===== config.mk =====
export PLATFORM = sky130hd
export DESIGN_NAME = serial_tunnel_packer_dtr
export DESIGN_NICKNAME = d
export VERILOG_FILES = /design/src/rtl/tunnel_pkg.sv /design/src/rtl/byte_fifo.sv /design/src/rtl/serial_tunnel_packer_dtr.sv
export VERILOG_INCLUDE_DIRS = /design/src /design/src/rtl
export SDC_FILE = /design/constraint.sdc
export NUM_CORES = 1
export LEC_CHECK = 0
export ABC_AREA = 1
export BUFFER_PORTS_ARGS = -buffer_cell sky130_fd_sc_hd__buf_2
export CAP_MARGIN = 20
export CORE_AREA = 2 2 152 154
export DETAILED_ROUTE_END_ITERATION = 7
export DIE_AREA = 0 0 154 156
export HOLD_SLACK_MARGIN = 0.08
export PLACE_DENSITY = 0.76
export SLEW_MARGIN = 20
export SYNTH_ARGS = -nofsm -noshare
export SYNTH_HDL_FRONTEND = slang
export SYNTH_HIERARCHICAL = 1
export SYNTH_SLANG_ARGS = --single-unit

===== constraint.sdc =====
create_clock -name sys_clk -period 3.8 [get_ports sys_clk]
set_input_delay 0.38 -clock sys_clk [delete_from_list [all_inputs] [get_ports sys_clk]]
set_output_delay 0.38 -clock sys_clk [all_outputs]
set_load 0.005 [all_outputs]

===== src/rtl/tunnel_defines.svh =====
// constants for the serial tunnel packer and dtr control
// assumes inclusion by bare name from rtl files
`ifndef TUNNEL_DEFINES_SVH
`define TUNNEL_DEFINES_SVH
// apb register byte offsets
`define REG_CTRL 12'h000
`define REG_THRESH 12'h004
`define REG_TIMEOUT 12'h008
`define REG_CHARS 12'h00c
`define REG_STATUS 12'h010
`define REG_BUFSIZE 12'h014
// ctrl field positions
`define CTRL_PACK_LO 0
`define CTRL_PACK_HI 1
`define CTRL_DTR_LO 2
`define CTRL_DTR_HI 3
`define CTRL_TRAIL_EN 4
// reset values
`define THRESH_RST 8'h08
`define TIMEOUT_RST 16'h000a
`define BUFSIZE_RST 4'h8
// timing: one millisecond at 125 MHz
`define MS_NS 1000000
`define CLK_NS 8
`define MS_CYCLES 17'd125000
// fifo geometry
`define FIFO_DEPTH 8
`define FIFO_AW 3
`endif


===== src/rtl/tunnel_pkg.sv =====
// types shared by the tunnel packer
// assumes the defines header is available
package tunnel_pkg;
	// packing mode selection
	typedef enum logic [1:0] {
		PACK_OFF = 2'h0,
		PACK_TIMEOUT = 2'h1,
		PACK_SENDCHAR = 2'h2
	} pack_mode_e;
	// dtr mode selection
	typedef enum logic [1:0] {
		DTR_NEVER = 2'h0,
		DTR_REMOTE = 2'h1,
		DTR_CONNECTED = 2'h2,
		DTR_ALWAYS = 2'h3
	} dtr_mode_e;
endpackage


===== src/rtl/byte_fifo.sv =====
// parameterised flip-flop fifo with valid/ready on both sides
// assumes a single clock and synchronous active high reset
`timescale 1ns/10ps
module byte_fifo #(
	parameter int WIDTH = 8,
	parameter int DEPTH = 8,
	parameter int AW = 3
) (
	// clock and reset
	input wire logic sys_clk,
	input wire logic reset,
	// fill side
	input wire logic in_valid,
	output logic in_ready,
	input wire logic [WIDTH-1:0] in_data,
	// drain side
	output logic out_valid,
	input wire logic out_ready,
	output logic [WIDTH-1:0] out_data,
	// occupancy
	output logic [AW:0] count
);
	logic [WIDTH-1:0] mem_r [DEPTH]; // storage words
	logic [AW-1:0] wr_r; // write index
	logic [AW-1:0] rd_r; // read index
	logic [AW:0] cnt_r; // words held
	logic push; // accepted write
	logic pop; // accepted read
	// honest full and empty from the count
	assign in_ready = (cnt_r != (AW+1)'(DEPTH));
	assign out_valid = (cnt_r != '0);
	assign out_data = mem_r[rd_r];
	assign count = cnt_r;
	assign push = in_valid && in_ready;
	assign pop = out_valid && out_ready;
	// storage write
	always_ff @(posedge sys_clk) begin
		if (push) begin
			mem_r[wr_r] <= in_data;
		end
	end
	// pointers wrap naturally; depth is a power of two
	always_ff @(posedge sys_clk) begin
		if (reset) begin
			wr_r <= '0;
			rd_r <= '0;
			cnt_r <= '0;
		end else begin
			if (push) begin
				wr_r <= wr_r + 1'b1;
			end
			if (pop) begin
				rd_r <= rd_r + 1'b1;
			end
			if (push && !pop) begin
				cnt_r <= cnt_r + 1'b1;
			end else if (pop && !push) begin
				cnt_r <= cnt_r - 1'b1;
			end
		end
	end
endmodule // byte_fifo


===== src/rtl/serial_tunnel_packer_dtr.sv =====
// serial tunnel packer: buffers serial bytes, releases packets, drives dtr
// assumes serial bytes arrive as one-cycle strobes in the sys_clk domain,
// connection state inputs are synchronous levels, registers over apb
//
// The APB slave port and the register offsets were left to the implementer.
`timescale 1ns/10ps
`include "tunnel_defines.svh"
// Behaviour
// - serial bytes held in size-limited receive buffer
// - buffered bytes forwarded while connection active
// - dtr has four selectable modes
// - remote mode: connected and remote dsr asserted
// - connected mode: dtr while accept or connect
// - always mode: dtr asserted unconditionally
// - packing mode off, timeout or send char
// - threshold reached releases packet at once
// - timeout mode releases after configured milliseconds
// - send character releases packet immediately
// - optional trailing character in send char mode
// - send character included after data bytes
// - trailing character follows send character
// - threshold in timeout and sendchar, not off
module serial_tunnel_packer_dtr (
	// clock and reset
	input wire logic sys_clk,
	input wire logic reset,
	// apb slave
	input wire logic psel,
	input wire logic penable,
	input wire logic pwrite,
	input wire logic [11:0] paddr,
	input wire logic [31:0] pwdata,
	output logic [31:0] prdata,
	output logic pready,
	output logic pslverr,
	// serial receive byte stream
	input wire logic rx_valid,
	input wire logic [7:0] rx_data,
	output logic rx_ready,
	// connection state
	input wire logic accept_up,
	input wire logic connect_up,
	input wire logic remote_dsr_follow,
	// network side stream
	output logic tx_valid,
	output logic [7:0] tx_data,
	output logic tx_last,
	input wire logic tx_ready,
	// modem control
	output logic dtr
);
	// release state machine
	typedef enum logic [3:0] {
		ST_FILL = 4'h1,
		ST_SEND = 4'h2,
		ST_TRAIL = 4'h4,
		ST_WAIT = 4'h8
	} pk_state_e;
	pk_state_e state_r; // packet phase
	logic [31:0] ctrl_r; // mode fields
	logic [7:0] thresh_r; // byte threshold
	logic [15:0] timeout_r; // timeout in ms
	logic [7:0] send_char_r; // send character
	logic [7:0] trail_char_r; // trailing character
	logic [3:0] bufsize_r; // buffer capacity limit
	logic [7:0] queued_r; // bytes in current packet
	logic [16:0] tick_r; // ms prescaler
	logic [15:0] ms_r; // elapsed ms
	logic timing_r; // timer running
	logic release_r; // packet armed for release
	logic [7:0] pend_r; // bytes still to drain for the packet
	logic sc_pend_r; // a send char ends the packet
	logic [31:0] prdata_r;
	logic pready_r;
	logic pslverr_r;
	logic tx_valid_r;
	logic [7:0] tx_data_r;
	logic tx_last_r;
	logic dtr_r;
	logic rx_ready_r;
	// fifo wiring
	logic f_in_valid;
	logic f_in_ready;
	logic f_out_valid;
	logic f_out_ready;
	logic [7:0] f_out_data;
	logic [`FIFO_AW:0] f_count;
	logic take; // byte accepted from serial
	logic is_send_char; // accepted byte equals send char
	logic hit_thresh; // threshold reached on this byte
	logic hit_timeout; // timer expired
	logic apb_wr; // write access phase
	logic connected; // either tunnel up
	tunnel_pkg::pack_mode_e pmode;
	tunnel_pkg::dtr_mode_e dmode;
	logic trail_en;
	logic tx_fire; // tx register free or drained

	// address in map check, used by the error path
	function automatic logic mapped(input logic [11:0] a);
		mapped = (a == `REG_CTRL) || (a == `REG_THRESH) ||
			(a == `REG_TIMEOUT) || (a == `REG_CHARS) ||
			(a == `REG_STATUS) || (a == `REG_BUFSIZE);
	endfunction

	assign pmode = tunnel_pkg::pack_mode_e'(ctrl_r[`CTRL_PACK_HI:`CTRL_PACK_LO]);
	assign dmode = tunnel_pkg::dtr_mode_e'(ctrl_r[`CTRL_DTR_HI:`CTRL_DTR_LO]);
	assign trail_en = ctrl_r[`CTRL_TRAIL_EN];
	assign connected = accept_up || connect_up;
	// a write lands at the edge where the master sees pready high
	assign apb_wr = psel && penable && pwrite && pready_r;
	assign tx_fire = !tx_valid_r || tx_ready;

	// limiting capacity to bufsize gives software the buffer size knob
	assign f_in_valid = rx_valid && (f_count < {1'b0, bufsize_r}) &&
		(state_r == ST_FILL);
	assign take = f_in_valid && f_in_ready;
	assign is_send_char = (pmode == tunnel_pkg::PACK_SENDCHAR) &&
		(rx_data == send_char_r);
	assign hit_thresh = (pmode != tunnel_pkg::PACK_OFF) &&
		(queued_r + 8'h01 >= thresh_r);
	assign hit_timeout = (pmode == tunnel_pkg::PACK_TIMEOUT) && timing_r &&
		(ms_r >= timeout_r);

	byte_fifo #(
		.WIDTH(8),
		.DEPTH(`FIFO_DEPTH),
		.AW(`FIFO_AW)
	) u_fifo (
		.sys_clk(sys_clk),
		.reset(reset),
		.in_valid(f_in_valid),
		.in_ready(f_in_ready),
		.in_data(rx_data),
		.out_valid(f_out_valid),
		.out_ready(f_out_ready),
		.out_data(f_out_data),
		.count(f_count)
	);

	// drain only bytes of a released packet into the tx register
	assign f_out_ready = connected && (state_r == ST_SEND) &&
		(pend_r != 8'h00) && tx_fire;

	// serial ready mirrors what the fill side would accept
	always_ff @(posedge sys_clk) begin
		if (reset) begin
			rx_ready_r <= 1'b0;
		end else begin
			rx_ready_r <= f_in_ready && (state_r == ST_FILL) &&
				(f_count < {1'b0, bufsize_r});
		end
	end
	assign rx_ready = rx_ready_r;

	// apb register writes
	always_ff @(posedge sys_clk) begin
		if (reset) begin
			ctrl_r <= '0;
			thresh_r <= `THRESH_RST;
			timeout_r <= `TIMEOUT_RST;
			send_char_r <= '0;
			trail_char_r <= '0;
			bufsize_r <= `BUFSIZE_RST;
		end else if (apb_wr) begin
			case (paddr)
				`REG_CTRL: ctrl_r <= {27'h0, pwdata[4:0]};
				`REG_THRESH: thresh_r <= pwdata[7:0];
				`REG_TIMEOUT: timeout_r <= pwdata[15:0];
				`REG_CHARS: begin
					send_char_r <= pwdata[7:0];
					trail_char_r <= pwdata[15:8];
				end
				`REG_BUFSIZE: begin
					// zero or above depth would break the limit compare
					if (pwdata[3:0] != 4'h0 && pwdata[3:0] <= `BUFSIZE_RST) begin
						bufsize_r <= pwdata[3:0];
					end
				end
				default: ;
			endcase
		end
	end

	// apb answer: one wait state, read data registered
	always_ff @(posedge sys_clk) begin
		if (reset) begin
			pready_r <= 1'b0;
			pslverr_r <= 1'b0;
			prdata_r <= '0;
		end else begin
			pready_r <= psel && penable && !pready_r;
			pslverr_r <= psel && penable && !pready_r && !mapped(paddr);
			prdata_r <= '0;
			if (psel && penable && !pready_r && !pwrite) begin
				case (paddr)
					`REG_CTRL: prdata_r <= ctrl_r;
					`REG_THRESH: prdata_r <= {24'h0, thresh_r};
					`REG_TIMEOUT: prdata_r <= {16'h0, timeout_r};
					`REG_CHARS: prdata_r <= {16'h0, trail_char_r, send_char_r};
					`REG_STATUS: prdata_r <= {12'h0, state_r, 4'h0,
						f_count[3:0], queued_r};
					`REG_BUFSIZE: prdata_r <= {28'h0, bufsize_r};
					default: prdata_r <= '0;
				endcase
			end
		end
	end
	assign prdata = prdata_r;
	assign pready = pready_r;
	assign pslverr = pslverr_r;

	// packet phase and queued count
	always_ff @(posedge sys_clk) begin
		if (reset) begin
			state_r <= ST_FILL;
			queued_r <= '0;
			pend_r <= '0;
			sc_pend_r <= 1'b0;
		end else begin
			case (state_r)
				ST_FILL: begin
					if (take && (pmode == tunnel_pkg::PACK_OFF)) begin
						state_r <= ST_SEND;
						pend_r <= 8'h01;
						sc_pend_r <= 1'b0;
						queued_r <= '0;
					end else if (take && (is_send_char || hit_thresh)) begin
						state_r <= ST_SEND;
						pend_r <= queued_r + 8'h01;
						sc_pend_r <= is_send_char;
						queued_r <= '0;
					end else if (hit_timeout && queued_r != 8'h00) begin
						state_r <= ST_SEND;
						// a byte landing as the timer expires joins this packet,
						// otherwise it would sit in the fifo uncounted
						pend_r <= queued_r + {7'h00, take};
						sc_pend_r <= 1'b0;
						queued_r <= '0;
					end else if (take) begin
						queued_r <= queued_r + 8'h01;
					end
				end
				ST_SEND: begin
					if (f_out_valid && f_out_ready) begin
						pend_r <= pend_r - 8'h01;
						if (pend_r == 8'h01) begin
							state_r <= (sc_pend_r && trail_en) ? ST_TRAIL : ST_WAIT;
						end
					end
				end
				ST_TRAIL: begin
					if (tx_fire) begin
						state_r <= ST_WAIT;
					end
				end
				ST_WAIT: begin
					if (tx_fire) begin
						state_r <= ST_FILL;
					end
				end
				default: state_r <= ST_FILL;
			endcase
		end
	end

	// millisecond timer, started by a packet's first byte
	always_ff @(posedge sys_clk) begin
		if (reset) begin
			timing_r <= 1'b0;
			tick_r <= '0;
			ms_r <= '0;
		end else if (state_r != ST_FILL || hit_timeout) begin
			timing_r <= 1'b0;
			tick_r <= '0;
			ms_r <= '0;
		end else if (take && !timing_r) begin
			timing_r <= 1'b1;
			tick_r <= '0;
			ms_r <= '0;
		end else if (timing_r) begin
			if (tick_r == `MS_CYCLES - 17'd1) begin
				tick_r <= '0;
				ms_r <= ms_r + 16'h0001;
			end else begin
				tick_r <= tick_r + 17'd1;
			end
		end
	end

	// tx output register; trailing char is injected after the send char
	always_ff @(posedge sys_clk) begin
		if (reset) begin
			tx_valid_r <= 1'b0;
			tx_data_r <= '0;
			tx_last_r <= 1'b0;
		end else if (f_out_valid && f_out_ready) begin
			tx_valid_r <= 1'b1;
			tx_data_r <= f_out_data;
			tx_last_r <= (pend_r == 8'h01) && !(sc_pend_r && trail_en);
		end else if (state_r == ST_TRAIL && tx_fire) begin
			tx_valid_r <= 1'b1;
			tx_data_r <= trail_char_r;
			tx_last_r <= 1'b1;
		end else if (tx_ready) begin
			tx_valid_r <= 1'b0;
			tx_last_r <= 1'b0;
		end
	end
	assign tx_valid = tx_valid_r;
	assign tx_data = tx_data_r;
	assign tx_last = tx_last_r;

	// dtr mode select
	always_ff @(posedge sys_clk) begin
		if (reset) begin
			dtr_r <= 1'b0;
		end else begin
			case (dmode)
				tunnel_pkg::DTR_NEVER: dtr_r <= 1'b0;
				tunnel_pkg::DTR_REMOTE: dtr_r <= connected && remote_dsr_follow;
				tunnel_pkg::DTR_CONNECTED: dtr_r <= connected;
				tunnel_pkg::DTR_ALWAYS: dtr_r <= 1'b1;
				default: dtr_r <= 1'b0;
			endcase
		end
	end
	assign dtr = dtr_r;

	// assertions
	property p_dtr_always;
		@(posedge sys_clk) disable iff (reset)
		(dmode == tunnel_pkg::DTR_ALWAYS) |=> dtr;
	endproperty
	a_dtr_always: assert property (p_dtr_always) else $error("dtr low in always mode");
	property p_dtr_conn;
		@(posedge sys_clk) disable iff (reset)
		(dmode == tunnel_pkg::DTR_CONNECTED) && $stable(dmode) |=> (dtr == $past(connected));
	endproperty
	a_dtr_conn: assert property (p_dtr_conn) else $error("dtr not tracking link");
	property p_dtr_remote;
		@(posedge sys_clk) disable iff (reset)
		(dmode == tunnel_pkg::DTR_REMOTE) && !remote_dsr_follow |=> !dtr;
	endproperty
	a_dtr_remote: assert property (p_dtr_remote) else $error("dtr high without dsr");
	property p_dtr_never;
		@(posedge sys_clk) disable iff (reset)
		(dmode == tunnel_pkg::DTR_NEVER) |=> !dtr;
	endproperty
	a_dtr_never: assert property (p_dtr_never) else $error("dtr high in never mode");
	property p_sendchar;
		@(posedge sys_clk) disable iff (reset)
		take && is_send_char |=> (state_r == ST_SEND) && sc_pend_r;
	endproperty
	a_sendchar: assert property (p_sendchar) else $error("send char no release");
	property p_thresh;
		@(posedge sys_clk) disable iff (reset)
		take && hit_thresh |=> (state_r == ST_SEND) && (queued_r == 8'h00);
	endproperty
	a_thresh: assert property (p_thresh) else $error("threshold no release");
	property p_off;
		@(posedge sys_clk) disable iff (reset)
		take && (pmode == tunnel_pkg::PACK_OFF) |=> (pend_r == 8'h01);
	endproperty
	a_off: assert property (p_off) else $error("off mode held byte");
	property p_bufsize;
		@(posedge sys_clk) disable iff (reset)
		(f_count >= {1'b0, bufsize_r}) |=> (f_count <= $past(f_count));
	endproperty
	a_bufsize: assert property (p_bufsize) else $error("buffer over limit");
	property p_timer_stop;
		@(posedge sys_clk) disable iff (reset)
		(state_r == ST_SEND) |=> !timing_r;
	endproperty
	a_timer_stop: assert property (p_timer_stop) else $error("timer ran after release");
endmodule // serial_tunnel_packer_dtr


; ---- After elaboration in Yosys (flattened, before gate mapping)
; Memories as Yosys holds them, arrays and structs flattened. A register that Yosys moved wholly into a read port is not among the register bits.
; Cells that the tools add are included.
[word_totals]
mem_count = 1
out_inout_bits = 46
mem_bits_rw = 64
wordCells = 173
regBits = 160
input_bits = 62
[mem_list]
columns = name, depth, word_bits, rd, rd_clocked_by_memory_dff, write_ports, line
row1 = u_fifo.mem_r, 8, 8, 1, 1, 1, byte_fifo.sv:23  ; logic [WIDTH-1:0] mem_r [DEPTH];
[classes]
bitwise = 1
addsub = 9
n_lt_le_gt_ge = 4
reduce_logical = 74
muxes = 36
eq_ne = 24
[ops]
columns = op, count
row1 = case mux 20 bit (6 select lines), 1
row2 = two-way mux 8 bit, 10
row3 = two-way mux 4 bit, 10
row4 = logical AND 1 bit, 30
row5 = == test 12 x 4 -> 1 bit (second input constant), 2
row6 = == test 12 x 5 -> 1 bit (second input constant), 2
row7 = adder 17 x 1 -> 17 bit (second input constant), 1
row8 = == test 17 bit (second input constant), 1
row9 = two-way mux 17 bit, 1
row10 = adder 16 x 1 -> 16 bit (second input constant), 1
row11 = >= comparator 16 bit, 1
row12 = case mux 4 bit (4 select lines), 1
row13 = case mux 8 bit (2 select lines), 1
row14 = nonzero test 8 bit, 2
row15 = AND reduction 2 bit, 7
row16 = == test 12 x 3 -> 1 bit (second input constant), 1
row17 = zero test 12 bit, 1
row18 = nonzero test 4 bit, 3
row19 = logical OR 1 bit, 9
row20 = two-way mux 1 bit, 9
row21 = adder 8 x 1 -> 8 bit, 1
row22 = adder 8 x 1 -> 8 bit (second input constant), 1
row23 = == test 8 x 1 -> 1 bit (second input constant), 1
row24 = == test 8 bit, 1
row25 = 28 further kinds, 50

; ---- Depth between registers and ports, before layout
[logic_depth]
depth_word = 9
mapped_depth = 20
ltp_nobuf = 19

; ---- Cells and area by module
; The synthesis kept the hierarchy.
[modules_own_cells]
columns = mod, cells_per_inst, n_inst, seq_area_each_um2, area_per_inst_um2
row1 = serial_tunnel_packer_dtr, 1096, 1, 2762.6, 7758.7
row2 = byte_fifo, 287, 1, 2182.1, 3205.6

; ---- Least setup slack after synthesis
; OpenSTA, ideal clock, no wires.
[synth_timing]
path_kind = reg2reg
startpoint = reg queued_r[2]
endpoint = reg pend_r[5]
required_time_ps = 3687
arrival_ps = 2353
stages_incl_launch_ff = 20
path_slack_ps = 1334
n_path_buf = 2
synth_period_minus_slack_ps = 2466
setup_ps = 113
cell_sequence = dfxtp_1 > buf_2 > nand3_1 > nor2_1 > nand3_1 > xor2_1 > inv_1 > ha_1 > a21oi_1 > o21a_1 > nand2_1 > nand2_1 > nand2_2 > nand2_8 > nand3_4 > nand2_4 > buf_6 > nand2_2 > nand2_1 > nor2_1
[synth_between]
elab_chain_len = 8
word_cells_on_any_way = 14
cone_classes = add/sub (2) / order compare (1) / eq/ne (1) / mux (4) / reduce/logical (6)
[synth_rtl]
columns = element, line
row1 = start: declaration, serial_tunnel_packer_dtr.sv:66  ; logic [7:0] queued_r;
row2 = start signal: assignment, serial_tunnel_packer_dtr.sv:241  ; queued_r <= queued_r + 8'h01;
row3 = adder 8 x 1 -> 8 bit, "serial_tunnel_packer_dtr.sv:121, serial_tunnel_packer_dtr.sv:230"
row4 = >= comparator 8 bit, serial_tunnel_packer_dtr.sv:121  ; (queued_r + 8'h01 >= thresh_r);
row5 = logical AND 1 bit, serial_tunnel_packer_dtr.sv:120  ; assign hit_thresh = (pmode != tunnel_pkg::PACK_OFF) &&
row6 = logical OR 1 bit, serial_tunnel_packer_dtr.sv:228  ; end else if (take && (is_send_char || hit_thresh)) begin
row7 = logical AND 1 bit, serial_tunnel_packer_dtr.sv:228
row8 = two-way mux 8 bit, serial_tunnel_packer_dtr.sv:228
row9 = two-way mux 8 bit, serial_tunnel_packer_dtr.sv:223  ; if (take && (pmode == tunnel_pkg::PACK_OFF)) begin
row10 = case mux 8 bit (2 select lines), serial_tunnel_packer_dtr.sv:221  ; case (state_r)
row11 = end signal: assignment, serial_tunnel_packer_dtr.sv:230  ; pend_r <= queued_r + 8'h01;
row12 = end signal: assignment, serial_tunnel_packer_dtr.sv:237  ; pend_r <= queued_r + {7'h00, take};
row13 = end signal: assignment, serial_tunnel_packer_dtr.sv:246  ; pend_r <= pend_r - 8'h01;
row14 = end: declaration, serial_tunnel_packer_dtr.sv:71  ; logic [7:0] pend_r;
; Parallel ways exist; a longest one is shown, timed or not. The select of a mux whose other input is x is not followed.
; A chain may end at the register's enable or synchronous reset.

; ---- Worst setup path after layout
[layout_timing]
startpoint = reg queued_r[1]
endpoint = reg pend_r[3]
; Same word-level chain as after synthesis.

==> out/qor.csv <==
stage,metric,value,unit
synth,synthFlopType,dfxtp_1,
synth,seq_area_frac_synth,0.451,
place,place_congestion,0.903,
layout,final_cell_area,0.0122,mm²
clock_network,numCtsBuffers,24,
drt,drc,0,
drt,via_per_inst,5.34,
job,drv_cap,0,
sta,tightest_slew,1.07,ns
sta,drv_slew,0,
worst_hold_path,hold_path.startpoint,pwdata[12],
sta,min_period,2.89,ns
drt,dr.pass1.iters,5,
sta,setup_viol,0,
global_routing,overflow,0,
worst_setup_path,worstPathRequired,4.22,ns
floorplanning,fp.dieW,154,µm
floorplanning,die_y,156,µm
synth,ys_ff_latch,215,
global_routing,grt_pass1_wl,42.5,mm
worst_setup_path,rr_startpoint,queued_r[1],
synth,yosysUniqueCellTypes,52,
worst_setup_path,critPathKind,flip-flop to flip-flop,
worst_setup_path,crit_fanout,17,
drt,wl_per_cell,15.2,µm
worst_setup_path,cp-end-kind,flip-flop,
power,irDropWorstVdd,0.317,mV
drt,drt_iter0_markers,722,
sta,timing.final.crit_share,0.761,
clock_network,cts_tree,yes,
synth,yosys_warnings,6,
clock_network,post_cts_buffers,0,
global_routing,grt_max_degree,62,
clock_network,h-tree-depth,1,
sta,max_freq,346,MHz
sta,setup_tns,0,ns
sta,rsz0062_at_grt,no,
global_routing,grt.total_usage,0.217,
floorplanning,io_pins,108,
clock_network,path_clk_slew,0.06,ns
status,outcome,completed,
floorplanning,start_util,0.490,
clock_network,clock_path_buffers,3,
floorplanning,core_area,0.0224,mm²
layout,nNetsFinal,1553,
synth,synth_area,0.0110,mm²
drt,routed_wirelength,26.7,mm
clock_network,cts_hold_buf,0,
drt,ant_nets,0,
worst_setup_path,critPathLaunch,queued_r[1],
power,leakagePower,5.10,nW
sta,slew_headroom,0.283,
clock_network,clock_latency,0.53,ns
layout,fill_cells,2028,
worst_setup_path,arrival,3.31,ns
place,place_hpwl,19.4,mm
global_routing,grt_pass1_vias,8509,
worst_setup_path,startpoint_type,flip-flop,
drt,vias,9365,
place,placed_area,0.0114,mm²
layout,syn_to_final_growth,11.3,%
global_routing,grt_antenna_before_repair,5,
sta,finalHoldViolations,0,
clock_network,clock-sinks,215,
synth,synthArstFlopShare,0,
layout,drive_above_1_share,0.114,
floorplanning,rows,55,
synth,syn_avg_cell_area,7.93,µm²
place,port_buffers,79,
worst_hold_path,min_path_type,input pin to flip-flop,
clock_network,root_buffer,clkbuf_16,
synth,synth_edf_count,64,
power,powerDensity,548,mW/mm²
floorplanning,die_area,0.0240,mm²
clock_network,ctsResizeCount,0,
sta,finClkSkew,0.0195,ns
synth,synthCells,1383,
## state kept, by name (all words and copies together), names as in the netlist, 3 cells and up, named ones only
| name | count |
|---|---|
| u_fifo/mem_r | 64 |
| prdata | 20 |
| pend_r | 8 |
| thresh_r | 8 |
| ctrl_r | 5 |
| queued_r | 8 |
| tick_r | 17 |
| u_fifo/count | 4 |
| tx_data | 8 |
| u_fifo/rd_r | 3 |
| ms_r | 16 |
| bufsize_r | 4 |
| timeout_r | 16 |
| u_fifo/wr_r | 3 |
| state_r | 4 |
| send_char_r | 8 |
| trail_char_r | 8 |
## routing by layer
layer | track usage | routed length, µm | vias to the layer above | part of all wire
met2 | 0.363 | 12300 | 288 | 0.46
met4 | 0.0654 | 712 | 6 | 0.027
met1 | 0.287 | 11700 | 4307 | 0.44
li1 | - | - | 4712 | -
met3 | 0.0383 | 1900 | 52 | 0.071
met5 | 0 | 30 | - | 0.0011
## through the flow
stage | std cells | util | total power, mW | setup slack, ns | hold WS (ns)
detailed placement | 1708 | 0.511 | 4.44 | 0.964 | 0.463
floorplan | 1394 | - | 4.08 | 1.33 | 0.439
finish | 1754 | 0.546 | 6.68 | 0.907 | 0.102
global placement | 1708 | 0.511 | 4.39 | 1.00 | 0.456
global route | 1754 | 0.546 | 7.07 | 0.546 | 0.109
CTS | 1752 | 0.546 | 6.69 | 0.934 | 0.0934
## layout by cell type, fill, tap and decap left out, drive strengths merged
master,count
or2,5
nand4,33
o31ai,2
o21a,1
ha,41
a211oi,17
o21ai,116
nor3,37
o211ai,6
a31oi,7
xor2,27
clkbuf,28
buf,82
a221oi,3
o22ai,21
dfxtp,151
clkinv,15
edfxtp,64
conb,12
o21bai,3
nand2,236
nor4,7
inv,173
clkinvlp,1
nand3b,3
and2,1
a21oi,73
fa,1
diode,2
nand3,73
xnor2,9
bufinv,2
nor2,216
a22oi,1
## where the power goes
part | switching [mW] | total [mW] | internal, mW
clock network | 0.944 | 2.25 | 1.30
logic | 1.13 | 1.69 | 0.565
registers | 0.186 | 2.74 | 2.56
## final timing paths
check	endpoint	slack, ns	depth (start not counted)
worst min register to register	prdata[12]	0.47	2
worst max register to register	pend_r[3]	0.91	16
worst max-delay path	pend_r[3]	0.91	16
worst min-delay path	trail_char_r[4]	0.10	3
## synthesized netlist by cell type (2+ instances only)
| cell | count | share of area |
|---|---|---|
| nand4_1 | 32 | 0.018 |
| nand2_2 | 6 | 0.0034 |
| xnor2_1 | 9 | 0.0072 |
| nor3_2 | 2 | 0.0018 |
| nor2_1 | 204 | 0.070 |
| or2_2 | 3 | 0.0017 |
| nor4_1 | 7 | 0.0040 |
| nand3b_1 | 3 | 0.0021 |
| inv_2 | 8 | 0.0027 |
| o31ai_1 | 2 | 0.0014 |
| a21oi_1 | 70 | 0.032 |
| nor3_1 | 35 | 0.016 |
| nand2_1 | 228 | 0.078 |
| nor2_4 | 6 | 0.0062 |
| a221oi_1 | 3 | 0.0024 |
| buf_1 | 3 | 0.0010 |
| o22ai_1 | 21 | 0.012 |
| clkbuf_1 | 10 | 0.0034 |
| buf_4 | 15 | 0.010 |
| a21oi_2 | 2 | 0.0016 |
| o211ai_1 | 6 | 0.0041 |
| xor2_1 | 27 | 0.022 |
| ha_1 | 41 | 0.047 |
| inv_1 | 165 | 0.056 |
| nor2_2 | 6 | 0.0034 |
| a31oi_1 | 7 | 0.0040 |
| buf_2 | 15 | 0.0068 |
| o21bai_1 | 3 | 0.0021 |
| edfxtp_1 | 64 | 0.18 |
| nand3_1 | 63 | 0.029 |
| a211oi_1 | 16 | 0.011 |
| o21ai_1 | 27 | 0.012 |
| nand3_4 | 3 | 0.0048 |
| dfxtp_1 | 151 | 0.28 |
| nand3_2 | 7 | 0.0064 |
| o21ai_0 | 88 | 0.040 |
| buf_6 | 10 | 0.010 |
## worst max-delay path, stage by stage, from the launching register on
cell     delay (ns)
dfxtp_1        0.47
ha_1           0.25
nand2_1        0.08
nor2_1         0.15
xor2_1         0.22
inv_1          0.12
ha_1           0.28
nand2_1        0.06
o21a_1         0.18
nand2_1        0.08
nand2_1        0.08
nand2_2        0.20
nand2_8        0.14
nand3_4        0.13
nand2_4        0.13
nor2_1         0.14
nor2_1         0.05
## layout make-up
type	instances	area, µm²	share of cell area
diodes	2	5.00	0.000410
multi-input cells	951	5050	0.414
repair buffers	82	418	0.0342
clock buffers	28	616	0.0504
clock inverters	16	154	0.0126
inverters	175	662	0.0542
well taps	285	357	0.0292
flip-flops and latches	215	4940	0.405
## logic make-up (layout without fill, tap and decap cells)
kind of cell               Yosys count  in the layout  share of synthesized area
and+or+nand+nor                    611            611                      0.251
DFF                                215            215                      0.451
adders and majority gates           42             42                     0.0486
other                                1             14                   0.000342
buffers and inverters              228            301                     0.0922
xor gates and xnor gates            36             36                     0.0288
AOI/OAI and AO/OA                  250            250                      0.128
No activity file was read; power rests on OpenSTA's default activity.
